File: config.mk
export PLATFORM = sky130hd
export DESIGN_NAME = external_memory_port
export DESIGN_NICKNAME = d
export VERILOG_FILES = /design/src/rtl/ext_port_pkg.sv /design/src/rtl/wait_timer.sv /design/src/rtl/external_memory_port.sv
export SDC_FILE = /design/constraint.sdc
export NUM_CORES = 1
export LEC_CHECK = 0
export BUFFER_PORTS_ARGS = -buffer_cell sky130_fd_sc_hd__buf_2
export CELL_PAD_IN_SITES_DETAIL_PLACEMENT = 0
export CELL_PAD_IN_SITES_GLOBAL_PLACEMENT = 2
export CORE_MARGIN = 5
export CORE_UTILIZATION = 30
export CTS_BUF_LIST = sky130_fd_sc_hd__clkbuf_8
export DETAILED_ROUTE_END_ITERATION = 12
export PLACE_DENSITY = 0.88
export SLEW_MARGIN = 20
export SYNTH_ARGS = -nofsm -noshare
export SYNTH_HDL_FRONTEND = slang
export SYNTH_SLANG_ARGS = --single-unit
File: constraint.sdc
create_clock -name core_clk -period 3.7 [get_ports core_clk]
set_clock_uncertainty 0.15 [all_clocks]
set_input_delay 0 -clock core_clk [delete_from_list [all_inputs] [get_ports core_clk]]
set_output_delay 0 -clock core_clk [all_outputs]
set_load 0.05 [all_outputs]
File: src/rtl/ext_port_pkg.sv
// Constants and carrier types for the external memory expansion port.
// Assumes one core clock and a synchronous active-low reset.
// Functional notes
// - Address outputs keep their last value while no transfer runs.
// - Data bus is undriven while no transfer runs.
// - Reset floats address, data, selects, space, strobes and peripheral select.
// - Program select low only for external program references, timed with address.
// - Cycles without external bus drive both program and data select high.
// - Data select low only for data references; space output picks X or Y.
// - Select encoding fixed; reserved combinations never produced.
// - Development-mode vector fetch: program low, data high, space high.
// - Read: strobe low, data bus released, word captured at strobe release.
// - Strobes qualify address and selects; valid only while a strobe is low.
// - Write: strobe low with write data driven for the whole strobe.
// - Peripheral select low for Y data accesses from ffc0 to ffff.
// - Bus-needed low in cycles needing the port, high during reset.
// - With bus granted away, core keeps running while no access needed.
// - Access while not master stalls with bus-needed held low.
// - On request, after current access, float outputs then grant bus.
// - Bus strobe low from start to end of each external cycle.
// - Bus wait low during bus strobe extends the cycle.
// - Each space has a 4-bit field adding 0 to 15 wait states.
package ext_port_pkg;
  localparam int addr_w = 16;
  localparam int data_w = 24;
  localparam logic [15:0] io_base = 16'hffc0;
  // Timing field positions in the 16-bit bus timing control word
  localparam int x_field_lsb = 0;
  localparam int y_field_lsb = 4;
  localparam int p_field_lsb = 8;
  localparam int io_field_lsb = 12;
  localparam logic [15:0] timing_reset = 16'hffff;
  localparam logic [3:0] wait_zero = 4'h0;

  typedef enum logic [2:0] {
    space_x = 3'h0,
    space_y = 3'h1,
    space_p = 3'h2,
    space_vec = 3'h3
  } space_t;

  typedef struct packed {
    logic valid;
    logic write;
    space_t space;
    logic [15:0] addr;
    logic [23:0] wdata;
  } core_req_t;

  typedef struct packed {
    logic [15:0] addr;
    logic [23:0] data_out;
    logic data_oe;
    logic ctrl_oe;
    logic program_select_n;
    logic data_space_select_n;
    logic space_x_n;
    logic read_n;
    logic write_n;
    logic peripheral_space_select_n;
  } pins_t;
endpackage : ext_port_pkg

File: src/rtl/wait_timer.sv
// Wait-state counter for one external bus cycle.
// Assumes load is a one-cycle pulse at the start of a cycle.
module wait_timer (
  // Clock and reset
  input wire logic core_clk,
  input wire logic rst_n,
  // Control
  input wire logic load,
  input wire logic [3:0] count,
  input wire logic bus_wait_n,
  // Status
  output logic done
);
  typedef struct packed {
    logic [3:0] left;
    logic busy;
  } wt_state_t;
  wt_state_t st;
  wt_state_t next_st;

  always_comb begin
    next_st = st;
    if (load) begin
      next_st.left = count;
      next_st.busy = 1'b1;
    end else if (st.busy && bus_wait_n) begin
      if (st.left != ext_port_pkg::wait_zero) begin
        next_st.left = st.left - 4'h1;
      end else begin
        next_st.busy = 1'b0;
      end
    end
  end

  assign done = st.busy && (st.left == ext_port_pkg::wait_zero) && bus_wait_n;

  always_ff @(posedge core_clk) begin
    if (!rst_n) begin
      st <= '0;
    end else begin
      st <= next_st;
    end
  end
endmodule : wait_timer

File: src/rtl/external_memory_port.sv
// External memory expansion port: address, data, selects, strobes and bus sharing.
// Assumes the core holds a request stable until ack; inputs synchronous to core_clk.
module external_memory_port (
  // Clock and reset
  input wire logic core_clk,
  input wire logic rst_n,
  // Core side
  input wire ext_port_pkg::core_req_t core_req,
  input wire logic dev_mode,
  input wire logic [15:0] bus_timing_control,
  output logic core_ack,
  output logic [23:0] core_rdata,
  // Memory pins
  output ext_port_pkg::pins_t pins,
  input wire logic [23:0] ext_data_in,
  // Arbitration pins
  input wire logic bus_request_n,
  input wire logic bus_wait_n,
  output logic bus_grant_n,
  output logic bus_strobe_n,
  output logic bus_needed_n
);
  typedef enum logic [4:0] {
    st_reset = 5'b00001,
    st_idle = 5'b00010,
    st_access = 5'b00100,
    st_release = 5'b01000,
    st_granted = 5'b10000
  } fsm_t;

  typedef struct packed {
    fsm_t fsm;
    ext_port_pkg::pins_t pins;
    logic ack;
    logic [23:0] rdata;
    logic grant_n;
    logic strobe_n;
    logic needed_n;
  } state_t;

  state_t st;
  state_t next_st;
  logic load;
  logic done;

  function automatic logic [3:0] wait_for(input ext_port_pkg::space_t s, input logic [15:0] a,
                                          input logic [15:0] t);
    if (s == ext_port_pkg::space_y && a >= ext_port_pkg::io_base) begin
      wait_for = t[ext_port_pkg::io_field_lsb +: 4];
    end else if (s == ext_port_pkg::space_y) begin
      wait_for = t[ext_port_pkg::y_field_lsb +: 4];
    end else if (s == ext_port_pkg::space_x) begin
      wait_for = t[ext_port_pkg::x_field_lsb +: 4];
    end else begin
      wait_for = t[ext_port_pkg::p_field_lsb +: 4];
    end
  endfunction : wait_for

  wait_timer u_wait (
    .core_clk(core_clk),
    .rst_n(rst_n),
    .load(load),
    .count(wait_for(core_req.space, core_req.addr, bus_timing_control)),
    .bus_wait_n(bus_wait_n),
    .done(done)
  );

  always_comb begin
    next_st = st;
    next_st.ack = 1'b0;
    load = 1'b0;
    // needed when a request is pending and not being acknowledged
    next_st.needed_n = !(core_req.valid && !st.ack);
    case (st.fsm)
      st_reset: begin
        next_st.fsm = st_idle;
        next_st.pins.ctrl_oe = 1'b1;
        next_st.pins.program_select_n = 1'b1;
        next_st.pins.data_space_select_n = 1'b1;
        next_st.pins.space_x_n = 1'b0;
        next_st.pins.read_n = 1'b1;
        next_st.pins.write_n = 1'b1;
        next_st.pins.peripheral_space_select_n = 1'b1;
        next_st.needed_n = 1'b1;
      end
      st_idle: begin
        // selects high when bus unused; address held
        next_st.pins.program_select_n = 1'b1;
        next_st.pins.data_space_select_n = 1'b1;
        next_st.pins.space_x_n = 1'b0;
        next_st.pins.peripheral_space_select_n = 1'b1;
        next_st.pins.data_oe = 1'b0;
        if (!bus_request_n) begin
          next_st.fsm = st_release;
          next_st.pins.ctrl_oe = 1'b0;
        end else if (core_req.valid && !st.ack) begin
          load = 1'b1;
          next_st.fsm = st_access;
          next_st.pins.addr = core_req.addr;
          case (core_req.space)
            ext_port_pkg::space_x: begin
              next_st.pins.data_space_select_n = 1'b0;
            end
            ext_port_pkg::space_y: begin
              next_st.pins.data_space_select_n = 1'b0;
              next_st.pins.space_x_n = 1'b1;
              next_st.pins.peripheral_space_select_n = !(core_req.addr >= ext_port_pkg::io_base);
            end
            ext_port_pkg::space_vec: begin
              next_st.pins.program_select_n = 1'b0;
              next_st.pins.space_x_n = dev_mode;
            end
            default: begin
              next_st.pins.program_select_n = 1'b0;
            end
          endcase
          next_st.strobe_n = 1'b0;
          // write drive; read releases bus; strobe qualifies
          next_st.pins.write_n = !core_req.write;
          next_st.pins.read_n = core_req.write;
          next_st.pins.data_oe = core_req.write;
          next_st.pins.data_out = core_req.wdata;
        end
      end
      st_access: begin
        if (done) begin
          if (!st.pins.read_n) begin
            next_st.rdata = ext_data_in;
          end
          next_st.ack = 1'b1;
          next_st.needed_n = 1'b1;
          next_st.fsm = st_idle;
          next_st.strobe_n = 1'b1;
          next_st.pins.read_n = 1'b1;
          next_st.pins.write_n = 1'b1;
          next_st.pins.data_oe = 1'b0;
          next_st.pins.program_select_n = 1'b1;
          next_st.pins.data_space_select_n = 1'b1;
          next_st.pins.space_x_n = 1'b0;
          next_st.pins.peripheral_space_select_n = 1'b1;
        end
      end
      st_release: begin
        next_st.grant_n = 1'b0;
        next_st.fsm = st_granted;
      end
      st_granted: begin
        // core stalls only on pending access, bus-needed stays low
        if (bus_request_n) begin
          next_st.grant_n = 1'b1;
          next_st.pins.ctrl_oe = 1'b1;
          next_st.fsm = st_idle;
        end
      end
      default: begin
        next_st.fsm = st_reset;
      end
    endcase
  end

  always_ff @(posedge core_clk) begin
    if (!rst_n) begin
      st <= '0;
      st.fsm <= st_reset;
      st.grant_n <= 1'b1;
      st.strobe_n <= 1'b1;
      st.needed_n <= 1'b1;
      st.pins.program_select_n <= 1'b1;
      st.pins.data_space_select_n <= 1'b1;
      st.pins.read_n <= 1'b1;
      st.pins.write_n <= 1'b1;
      st.pins.peripheral_space_select_n <= 1'b1;
    end else begin
      st <= next_st;
    end
  end

  assign pins = st.pins;
  assign core_ack = st.ack;
  assign core_rdata = st.rdata;
  assign bus_grant_n = st.grant_n;
  assign bus_strobe_n = st.strobe_n;
  assign bus_needed_n = st.needed_n;

  property p_reset_float;
    @(posedge core_clk) !rst_n |=> (!pins.ctrl_oe && !pins.data_oe && bus_needed_n);
  endproperty
  a_reset_float: assert property (p_reset_float) else $error("outputs not floated in reset");
  property p_idle_hold;
    @(posedge core_clk) disable iff (!rst_n)
      (st.fsm == st_idle && next_st.fsm == st_idle) |=> (pins.addr == $past(pins.addr));
  endproperty
  a_idle_hold: assert property (p_idle_hold) else $error("address changed while idle");
  property p_data_float;
    @(posedge core_clk) disable iff (!rst_n) bus_strobe_n |-> !pins.data_oe;
  endproperty
  a_data_float: assert property (p_data_float) else $error("data driven outside cycle");
  property p_no_reserved;
    @(posedge core_clk) disable iff (!rst_n)
      pins.ctrl_oe |-> !(!pins.program_select_n && !pins.data_space_select_n);
  endproperty
  a_no_reserved: assert property (p_no_reserved) else $error("reserved select code");
  property p_idle_code;
    @(posedge core_clk) disable iff (!rst_n)
      (pins.ctrl_oe && pins.program_select_n && pins.data_space_select_n) |-> !pins.space_x_n;
  endproperty
  a_idle_code: assert property (p_idle_code) else $error("reserved idle space code");
  property p_stall_needed;
    @(posedge core_clk) disable iff (!rst_n)
      (!bus_grant_n && core_req.valid) |=> !bus_needed_n;
  endproperty
  a_stall_needed: assert property (p_stall_needed) else $error("stall without bus needed");
  property p_idle_selects;
    @(posedge core_clk) disable iff (!rst_n)
      (pins.ctrl_oe && bus_strobe_n) |-> (pins.program_select_n && pins.data_space_select_n);
  endproperty
  a_idle_selects: assert property (p_idle_selects) else $error("select low when idle");
  property p_write_drive;
    @(posedge core_clk) disable iff (!rst_n) !pins.write_n |-> (pins.data_oe && !bus_strobe_n);
  endproperty
  a_write_drive: assert property (p_write_drive) else $error("write without data");
  property p_read_release;
    @(posedge core_clk) disable iff (!rst_n) !pins.read_n |-> !pins.data_oe;
  endproperty
  a_read_release: assert property (p_read_release) else $error("read with bus driven");
  property p_periph;
    @(posedge core_clk) disable iff (!rst_n)
      !pins.peripheral_space_select_n |-> (pins.addr >= ext_port_pkg::io_base && pins.space_x_n);
  endproperty
  a_periph: assert property (p_periph) else $error("peripheral select out of range");
  property p_grant_float;
    @(posedge core_clk) disable iff (!rst_n) !bus_grant_n |-> (!pins.ctrl_oe && bus_strobe_n);
  endproperty
  a_grant_float: assert property (p_grant_float) else $error("grant with outputs driven");
  property p_wait_stretch;
    @(posedge core_clk) disable iff (!rst_n)
      (!bus_strobe_n && !bus_wait_n) |=> !bus_strobe_n;
  endproperty
  a_wait_stretch: assert property (p_wait_stretch) else $error("cycle ended under wait");
  c_read: cover property (@(posedge core_clk) !pins.read_n ##[1:20] core_ack);
  c_write: cover property (@(posedge core_clk) !pins.write_n ##[1:20] core_ack);
  c_grant: cover property (@(posedge core_clk) !bus_grant_n ##1 !bus_needed_n);
endmodule : external_memory_port

## Word level (Yosys, flattened, before mapping)

Index checks and enable logic that the tools add are counted.

| storage, ports and cells | value |
|---|---|
| bits of input ports | 90 |
| logic and storage cells | 102 |
| register bits | 86 |
| output and inout bits | 76 |

| cells by class | value |
|---|---|
| equality and inequality tests | 14 |
| bitwise gates (word level) | 1 |
| reductions and logical operators | 31 |
| order comparisons | 1 |
| multiplexer cells | 36 |
| $add $sub $neg | 1 |

Operators by type and width:

| cell | count |
|---|---|
| two-way mux 46 bit | 1 |
| two-way mux 31 bit | 1 |
| two-way mux 5 bit | 5 |
| case mux 5 bit (5 select lines) | 1 |
| two-way mux 24 bit | 1 |
| case mux 6 bit (3 select lines) | 1 |
| greater-or-equal comparator 16 bit (second input constant) | 1 |
| two-way mux 4 bit | 4 |
| two-way mux 1 bit | 13 |
| two-way mux 6 bit | 2 |
| inequality test 2 bit (second input constant) | 6 |
| AND reduction 2 bit | 6 |
| AND reduction 3 bit | 4 |
| case mux 1 bit (2 select lines) | 5 |
| AND reduction 4 bit | 2 |
| nonzero test 2 bit | 4 |
| nonzero test 3 bit | 2 |
| == test 5 x 1 -> 1 bit (second input constant) | 1 |
| == test 5 x 2 -> 1 bit (second input constant) | 1 |
| == test 5 x 3 -> 1 bit (second input constant) | 1 |
| == test 5 x 4 -> 1 bit (second input constant) | 1 |
| == test 5 bit (second input constant) | 1 |
| logical AND 1 bit | 5 |
| logical NOT 1 bit | 4 |
| 11 further kinds | 11 |

## Depth between registers and ports, before layout

Gate-level depths: netlist (run 1).

| depth | value |
|---|---|
| depth after elaboration | 7 |
| gate-level depth with buffers | 8 |
| gate-level depth less buffers | 6 |

## Modules after synthesis

A second synthesis (run 1) with hierarchy kept.

| second synthesis, totals | value |
|---|---|
| cell total of the unflattened synthesis | 516 |
| area, all modules | 4056.4 um^2 |

By module, submodules not included:

| module | seq. area each (um^2) | area each (um^2) | times used | cells each |
|---|---|---|---|---|
| external_memory_port | 1621.6 | 3767.4 | 1 | 483 |
| wait_timer | 100.1 | 289.0 | 1 | 33 |

## Worst setup path before layout (run 1)

Ideal clock, no wire load.

| timing path | value |
|---|---|
| kind | register to register |
| from | reg u_wait.st[1] (netlist bit) |
| to | reg st, in the netlist core_rdata[10] |
| arrival | 1.984 ns |
| required time | 3.478 ns |
| slack | 1.495 ns |
| buffers on the path | 2 |
| cell stages (with the launch flop) | 9 |
| cells stage by stage | dfxtp_1 > inv_1 > ha_1 > or3b_2 > nor4_4 > and2b_1 > buf_6 > buf_12 > mux2i_1 |

| between the ends | value |
|---|---|
| cells in the longest elaborated chain, start to end | 4 |

RTL lines:

| what | line | text |
|---|---|---|
| start: declaration | wait_timer.sv:18 | `wt_state_t st;` |
| start signal: assignment | wait_timer.sv:41 | `st <= next_st;` |
| logical NOT 4 bit | wait_timer.sv:35 | `assign done = st.busy && (st.left == ext_port_pkg::wait_zero) && bus_wait_n;` |
| logical AND 1 bit (2 in series) | wait_timer.sv:35 |  |
| AND reduction 3 bit (no line) | - |  |
| end signal: assignment | external_memory_port.sv:174 | `st <= next_st;` |
| end: declaration | external_memory_port.sv:41 | `state_t st;` |

No other way between the ends.
A chain may end at the register's enable or synchronous reset.

## Final worst setup path (run 1)

| timing path | value |
|---|---|
| from | reg u_wait.st[1] (netlist bit) |
| to | reg st, in the netlist core_rdata[3] |

Same word-level chain as after synthesis.

==> impl_results.md, run 1 <==
- Clk sink count: 86
- Worst min path class: input port to flop
- Mean Syn Cell Area: 8.52 sq um
- Via/cell ratio: approximately 4.4
- Fmax: between 300 and 400 MHz
- Clock-pin transition on the worst setup and hold timing paths: 0.08 ns
- Largest net degree at the start of global routing: 55
- Post-cts repair resize count: 0
- Sequential cell area fraction in the yosys report: 0.403
- Number of max-cap violations: 0
- Grt total ovfl: 0
- Clk buf depth: 2
- DR vias: 3731
- CP max stage cell: or3b_2
- Core area: 0.0139 sq mm
- Min Tclk post-route: 2.57 ns
- Layout area overhead: 31.7%
- Placed Instances: 749
- Peak VDD IR: 0.158 mV
- Syn Inst Count: 501
- GPL Wtd Cong: 0.783
- Vias in the first global route: 3720
- Worst Setup End Kind: flop
- First-pass GRT wire length: 17.6 mm
- Port-buffer cells: 165
- Antenna viol nets, final: 0
- Setup bufs post-CTS: 0
- Die W: between 100 and 150 microns
- #FFs+latches synth: 86
- First DRT Iteration DRCs: around 180
- Final HPWL DP: 7.88 mm
- Leak pwr: 2.40 nW
- Die height: 129 microns
- Die Area: about 0.017 sq mm
- CP Cell Sequence: inv_1, ha_1, or3b_2, nor4_4, and2b_1, buf_4, mux2i_1
- Clock root buffer: clkbuf_8
- Mapped cell area: 0.00427 sq mm
- Post-Synthesis Net Count: slightly below 600
- Critical path type: flop to flop
- Critical Path Start Type: flop
- Pwr Total: 2.11 mW
- Slew of the pin with the lowest slew margin: ~0.86 ns
- Crit path max fanout: 24
- Ys async rst share: 0
- Finished Layout Cells: 843
- Final Max Slew Viols: 0
- Total GRT Usage: 0.132
- Routed wire length: 11.3 mm
- Pre-antenna DRT Iters: 6
- Proportion of layout cells with a drive suffix above 1: 0.295
- Hold buffers post-CTS: 77
- Fin Setup TNS: 0 ns
- RSZ-0062 raised after global routing: no
- Starting Density: 0.306
- TritonCTS clock tree: done
- Final #Nets: approximately 750
- DR WL/cell: 13.4 microns
- Total CTS buffers: 9
- Outcome: finished, final reports clean
- H-tree depth: 3
- Final hold vios: 0
- # rows: between 40 and 50
- Rel. slew slack: 0.429
- IO Count: 166
- Worst path arrival time: approximately 2.7 ns
- # DRC: 0
- Ys flop type: dfxtp_1
- Post-synth EDFFs: 0
- Clock network latency to the later pin of the worst-skew pair: 0.36 ns
- YS warnings: 0
- Initial antenna violation count: 0
- CP required: 3.83 ns
- CP peak stage delay: 0.52 ns
- Number of library cell types mapped by synthesis: 45
- Final setup vio count: 0
- Pwr Density: 375 mW/mm^2
- Crit share post-route: 0.696
[flip-flops by register name (all words and copies together) (netlist names)]
name,flops
bus_grant_n,1
bus_needed_n,1
bus_strobe_n,1
core_ack,1
core_rdata,24
pins,48
st,5
u_wait.st,5
[area by class of cell]
type	count	area, sq um
flip-flops and latches	86	1720
repair buffers	246	1630
well taps	180	225
clock inverters	5	50.0
inverters	4	15.0
fillers	1405	8310
diodes	1	2.50
multi-input cells	310	1830
clock buffers	11	151
[final timing paths]
path | cells after the start | endpoint | startpoint | slack, ns
worst max-delay path | 7 | core_rdata[3] | u_wait.st[1] | 1.13
worst min-delay path | 5 | u_wait.st[2] | bus_timing_control[9] | 0.02
worst max register to register | 7 | core_rdata[3] | u_wait.st[1] | 1.13
worst min register to register | 2 | bus_strobe_n | bus_strobe_n | 0.30
[power by group]
group	switching, mW	internal, mW	total, mW	leakage, nW
Sequential	0.0336	0.960	0.994	0.695
Clock	0.332	0.343	0.675	0.108
Combinational	0.246	0.192	0.438	1.59
[cells in the mapped netlist (all sizes together), types with 2 or more instances]
master   number  share of area
a211oi        2         0.0035
a21boi       43          0.076
a21oi         7         0.0082
and2          3         0.0047
and2b         2         0.0035
and3          2         0.0029
buf          83           0.15
clkbuf       18          0.016
dfxtp        86           0.40
ha            2         0.0059
inv           4         0.0035
mux2i        32          0.075
nand2       137           0.12
nand2b        2         0.0029
nand3         7         0.0082
nand3b        4         0.0070
nand4         3         0.0044
nor2          9         0.0079
nor2b         4         0.0059
nor3          6         0.0070
nor3b         2         0.0035
nor4          3          0.011
o211a         2         0.0047
o211ai        2         0.0035
o21ai        14          0.016
o22a          2         0.0041
o2bb2ai       2         0.0041
o31ai         3         0.0053
or2           2         0.0029
or3b          2         0.0041
xnor2         2         0.0041
[metrics by stage]
step	hold slack (ns)	setup slack (ns)	util	cell area (sq um)
3_3_place_gp	0.0995	1.26	0.334	4650
4_1_cts	0.00694	1.15	0.403	5620
3_5_place_dp	0.105	1.13	0.334	4650
2_1_floorplan	-0.00790	1.49	-	4270
6_report	0.0157	1.13	0.404	5620
5_1_grt	0.0252	0.957	0.403	5620
[routing by layer]
metal | global-route usage | up-vias | share of wire
met3 | 0.0375 | 22 | 0.050
met4 | 0.0587 | 0 | 0.026
met2 | 0.246 | 83 | 0.53
li1 | - | 1898 | -
met5 | 0 | - | 0
met1 | 0.138 | 1728 | 0.39
[cells by family (layout without fill, tap and decap cells)]
kind of cell               Yosys count  count (layout)  synth area share
and+or+nand+nor                    192             192             0.206
muxes                               33              33            0.0776
buffers and inverters              105             266             0.169
DFF                                 86              86             0.403
AOI/OAI and AO/OA                   81              81             0.134
xor gates and xnor gates             2               2           0.00410
adders and majority gates            2               2           0.00586
other                                0               1                 0
[critical path, delay by kind of cell, from the launching register on]
family | cells | cell delay (ns)
simple gates | 3 | 1.07
buf+inv | 2 | 0.47
flops | 1 | 0.34
mux | 1 | 0.27
fa+ha+maj | 1 | 0.20
[cell usage in the layout (no fill, tap or decap), types with 3 or more instances in the layout]
master,synthesis,layout
buf_2,6,165
nand2_1,137,137
dfxtp_1,86,86
dlygate4sd3_1,0,77
a21boi_0,43,43
mux2i_1,32,32
o21ai_0,14,14
clkbuf_8,0,11
nor2_1,9,9
a21oi_1,7,7
inv_1,4,6
nor3_1,6,6
nand3_1,7,6
nor2b_1,4,4
nand3b_1,4,4
buf_4,73,4
nand4_1,3,3
o31ai_1,3,3
Power figures use the tool's default switching activity.
==> run 2: changes to the inputs <==
- CORE_UTILIZATION: 30 -> 28
- PLACE_DENSITY: 0.88 -> 0.83
- clock period: 3.7 -> 2.5 ns (I/O delays scaled with it)
==> run 2 against run 1 <==
  * Flip-flop and latch count stayed put
  * Via count is 0.35% higher
  * Worst setup slack worse by 0.93 ns
  * Clock power grew 59%
  * Critical path type unchanged
  * Largest cell class unchanged
==> impl_results.md, run 2 (synthesis gave the netlist of run 1 again) <==
- Final HPWL DP: ~8 mm
- Final Max Slew Viols: 0
- Core area: ~0.015 sq mm
- First DRT Iteration DRCs: 144
- Min Tclk post-route: 2.30 ns
- RSZ-0062 raised after global routing: no
- Worst min path class: input port to flop
- Final setup vio count: 0
- Grt total ovfl: 0
- Comb pwr share: 0.206
- Fin Setup TNS: 0 ns
- Flop pwr share: 0.459
- Die height: 133 microns
- IO Count: about 170
- CP required: 2.64 ns
- Largest net degree at the start of global routing: 106
- Crit path max fanout: 24
- Antenna viol nets, final: 0
- Critical Path Start Type: flop
- Port-buffer cells: approximately 170
- Initial antenna violation count: 0
- Pwr Density: 561 mW/mm^2
- P_int: 2.29 mW
- Final hold vios: 0
- Total CTS buffers: 9
- Max reg flops: 48
- Largest Register: pins
- Ant diodes: 0
- Number of max-cap violations: 0
- Leak pwr: 2.44 nW
- Core Util, Final: 0.379
- Worst Setup End Kind: flop
- Fmax: 435 MHz
- Clk sink count: 86
- Switching share of total power: 0.285
- Clock network power share: 0.335
- Rel. slew slack: 0.696
- Die Area: 0.0178 sq mm
- Worst path arrival time: between 2 and 2.5 ns
- Most frequent cells in the layout: buf_2 (165), nand2_1 (137), dfxtp_1 (86)
- Die W: about 130 microns
- Pre-antenna DRT Iters: 4
- DR WL/cell: roughly 14 microns
- Via/cell ratio: 4.38
- H-tree depth: 3
- Sw power: 0.914 mW
- Slew of the pin with the lowest slew margin: 0.453 ns
- Total GRT Usage: 0.130
- Setup bufs post-CTS: 0
- Clock root buffer: clkbuf_8
- DR vias: 3744
- # rows: 45
- Routed wire length: 11.6 mm
- Outcome: finished, final reports clean
- Critical path type: flop to flop
- Placed cell areas: 0.00471 sq mm
- Fill cell count: between 1500 and 2000
- Vias in the first global route: 3761
- Final #Nets: approximately 750
- Layout area overhead: 33.8%
- Clk buf depth: 2
- Most common cell after layout, fill and taps aside: buf_2
- Clock network latency to the later pin of the worst-skew pair: 0.36 ns
- TritonCTS clock tree: done
- Proportion of layout cells with a drive suffix above 1: 0.297
- Starting Density: 0.283
- First-pass GRT wire length: ~19 mm
- Pwr Total: 3.20 mW
- Finished Cell Area: 0.00571 sq mm
- Peak VDD IR: 0.214 mV
- GPL Wtd Cong: slightly above 0.8
- Clock-pin transition on the worst setup and hold timing paths: 0.08 ns
- # DRC: 0
- Crit share post-route: 0.920
-- run 2: power by group through the flow --
stage | registers, mW | logic (mW) | clock network [mW]
2_1_floorplan | 1.49 | 0.435 | 0
3_3_place_gp | 1.50 | 0.558 | 0
3_5_place_dp | 1.50 | 0.568 | 0
4_1_cts | 1.47 | 0.666 | 1.12
5_1_grt | 1.48 | 0.723 | 1.18
6_report | 1.47 | 0.661 | 1.07
-- run 2: repair_timing --
item,CTS,global route
hold buffers,79,0
resized for setup,0,0
setup endpoints to repair,0,0
hold endpoints to repair,81,0
-- run 2: per-stage QoR --
stage	setup WS, ns	hold slack [ns]	cells
5_1_grt	0.0401	0.0863	855
3_3_place_gp	0.279	0.0976	760
6_report	0.201	0.0601	855
2_1_floorplan	0.295	-0.00790	501
4_1_cts	0.187	0.0338	855
3_5_place_dp	0.190	0.105	760
-- run 2: area by class of cell --
cell class,count,area [sq um],share of cell area
clock buffers,10,138,0.0241
clock inverters,6,77.6,0.0136
inverters,4,15.0,0.00263
multi-input cells,310,1830,0.321
flip-flops and latches,86,1720,0.301
well taps,188,235,0.0412
repair buffers,251,1690,0.297
-- run 2: final timing paths --
check	slack, ns	startpoint	cells after the start	end
max reg2reg	0.20	u_wait.st[1]	7	core_rdata[21]
max	0.20	u_wait.st[1]	7	core_rdata[21]
min reg2reg	0.30	bus_strobe_n	2	bus_strobe_n
min	0.06	bus_wait_n	4	u_wait.st[0]
-- run 2: metal layers --
metal | global-route usage | up-vias | share of wire
met4 | 0.0606 | 0 | 0.025
met1 | 0.149 | 1719 | 0.42
met5 | 0 | - | 0
li1 | - | 1916 | -
met3 | 0.0283 | 19 | 0.044
met2 | 0.229 | 90 | 0.51
-- run 2: critical path, cell delays in order, from the launching register on --
cell     delay, ns
dfxtp_1       0.33
inv_1         0.10
ha_1          0.21
or3b_2        0.53
nor4_4        0.26
and2b_1       0.21
buf_12        0.21
mux2i_1       0.22
==> run 3: changes to the inputs <==
- ABC_AREA: unset -> 1
- CORE_UTILIZATION: 28 -> 26
==> run 3 against run 2 <==
  * Worst hold slack worse by 0.022 ns
  * Sequential share of layout area is 0.62 points higher
  * First-iteration DRC count down 8.3%
  * Total power is 4.3% higher
  * Synthesized cell count rose by 10%
  * Flip-flop and latch count unchanged
  * Cell count increased by 10%
  * Largest power group unchanged
  * Highest routed layer unchanged
==> impl_results.md, run 3 <==
- CP Buf/Inv Count: 3
- Min Tclk post-route: 2.29 ns
- CP Cell Sequence: inv_2, nor2_2, nand2_1, nor2_4, nand2_2, buf_4, a21oi_1, nand2_1, dlygate4sd3_1, a21oi_1
- Rel. slew slack: 0.688
- Total GRT Usage: 0.127
- Post-cts repair resize count: 0
- Top layer in use: met4
- Crit path max fanout: 49
- Syn Inst Count: 552
- Starting Density: 0.266
- Sequential cell area fraction in the yosys report: 0.425
- CP required: 2.65 ns
- First-pass GRT wire length: 18.5 mm
- DR WL/cell: 12.5 microns
- Initial antenna violation count: 0
- Clk buf depth: 2
- H-tree depth: 3
- Vias in the first global route: 3860
- Mean Syn Cell Area: 7.35 sq um
- Final Max Slew Viols: 0
- Pwr Total: between 3 and 4 mW
- Routed wire length: approximately 12 mm
- Post-Synthesis Net Count: approximately 640
- Worst Setup End Kind: flop
- Placed cell areas: between 0.004 and 0.005 sq mm
- Top-count cell post-synth: nor2_1
- Outcome: finished, final reports clean
- IO Count: 166
- DR vias: 3956
- Layout area overhead: 38.0%
- Ant diodes: 0
- Pwr Density: 597 mW/mm^2
- Antenna viol nets, final: 0
- RSZ-0062 raised after global routing: no
- CP peak stage delay: 0.56 ns
- # rows: 45
- Critical Path Start Type: flop
- Peak VDD IR: 0.194 mV
- Most common cell after layout, fill and taps aside: buf_2
- Total CTS buffers: 9
- TritonCTS clock tree: done
- Final setup margin: 0.215 ns
- Placed Instances: 840
- Mapped cell area: between 0.004 and 0.005 sq mm
- Pre-antenna DRT Iters: 4
- Hold buffers post-CTS: 87
- Number of max-cap violations: 0
- Crit share post-route: 0.914
- Post-synth EDFFs: 0
- #FFs+latches synth: 86
- Core area: 0.0153 sq mm
- Port-buffer cells: 165
- Number of library cell types mapped by synthesis: 26
- Critical path type: flop to flop
- Commonest cells post-synth: nor2_1 (148), dfxtp_1 (86), buf_4 (76)
- Top delay family on crit path: buffers and inverters
- Clock network latency to the later pin of the worst-skew pair: 0.36 ns
- Final HPWL DP: 8.15 mm
- YS warnings: 0
- Max reg flops: 48
- Grt total ovfl: 0
- Largest net degree at the start of global routing: 50
- Via/cell ratio: between 4 and 5
- Routed wl met2: 5.40 mm
- Most frequent cells in the layout: buf_2 (165), nor2_1 (148), dlygate4sd3_1 (87)
- Setup bufs post-CTS: 0
- Die Area: 0.0182 sq mm
- Slew of the pin with the lowest slew margin: 0.466 ns
- Clk sink count: 86
- Fin Hold WS: 0.0381 ns
- Finished Layout Cells: 942
- Ys flop type: dfxtp_1
- Clock-pin transition on the worst setup and hold timing paths: about 0.08 ns
- Proportion of layout cells with a drive suffix above 1: 0.271
- First DRT Iteration DRCs: 132
- GPL Wtd Cong: 0.776
- Area contributors post-synth: dfxtp_1 (42%), buf_4 (14%), nor2_1 (14%), o21ai_0 (8.0%), nand2_1 (4.9%)
- Post-synth top area share: 0.425
- Ys async rst share: 0
- Core Util, Final: 0.367
- CP max stage cell: dlygate4sd3_1
- Fill cell count: 1590
- Finished Cell Area: 0.00560 sq mm
- Die height: 135 microns
- Met3 wire len: between 600 and 700 microns
- Largest Register: pins
- Final setup vio count: 0
- WL met1: 5.37 mm
- # DRC: 0
- Die W: around 130 microns
- Worst path arrival time: 2.43 ns
- Worst min path class: input port to flop
- Fin Setup TNS: 0 ns
- Final #Nets: roughly 820
- Fmax: between 400 and 500 MHz
- Final hold vios: 0
- Dominant cell type by area after synthesis: dfxtp_1
- Pre-CTS setup slack: 0.333 ns
- Clock root buffer: clkbuf_8
- Leak pwr: roughly 2.7 nW
## run 3: changes by cell type in the layout (fill, tap and decap cells not counted), moves of 12 or more
cell / change
nor2_1: +139
o21ai_1: +15
nand2_1: -84
mux2i_1: -32
o21ai_0: +51
nand3_1: +12
a21boi_0: -43
inv_1: +25
## run 3: metal layers
layer	up-vias	global-route usage
met2	126	0.213
met4	0	0.0633
met1	1769	0.149
met5	-	0
met3	30	0.0324
li1	2031	-
## run 3: where the power goes
| part | switching (mW) | total, mW | internal [mW] |
|---|---|---|---|
| Combinational | 0.491 | 0.775 | 0.284 |
| Clock | 0.495 | 1.07 | 0.580 |
| Sequential | 0.0453 | 1.49 | 1.44 |
| Total | 1.03 | 3.34 | 2.31 |
## run 3: cells by family after synthesis
kind of cell | share of synthesized area
adder cells (fa/ha/maj) | 0.00617
AO/OA/AOI/OAI | 0.122
buffers and inverters | 0.197
XOR/XNOR | 0.00432
flip-flops | 0.425
AND/OR/NAND/NOR | 0.245
## run 3: final cells by class
cell class | count | area [sq um] | share of cell area
Clock buffer | 10 | 138 | 0.0246
Inverter | 33 | 124 | 0.0221
Multi-Input combinational cell | 339 | 1530 | 0.274
Tap cell | 211 | 264 | 0.0472
Timing Repair Buffer | 258 | 1740 | 0.311
Sequential cell | 86 | 1720 | 0.308
Clock inverter | 5 | 76.3 | 0.0136
## run 3: worst min-delay path, cell delays in order
cell and delay [ns]:
buf_2 0.09, nor2_1 0.11, a21oi_1 0.15, o21ai_0 0.10, nand3_1 0.07
## run 3: final timing paths
| path | startpoint | endpoint | slack (ns) | depth (start not counted) |
|---|---|---|---|---|
| worst max register to register | st[77] | u_wait.st[2] | 0.21 | 10 |
| worst max-delay path | st[77] | u_wait.st[2] | 0.21 | 10 |
| worst min register to register | bus_strobe_n | bus_strobe_n | 0.31 | 2 |
| worst min-delay path | core_req[41] | pins[4] | 0.04 | 5 |
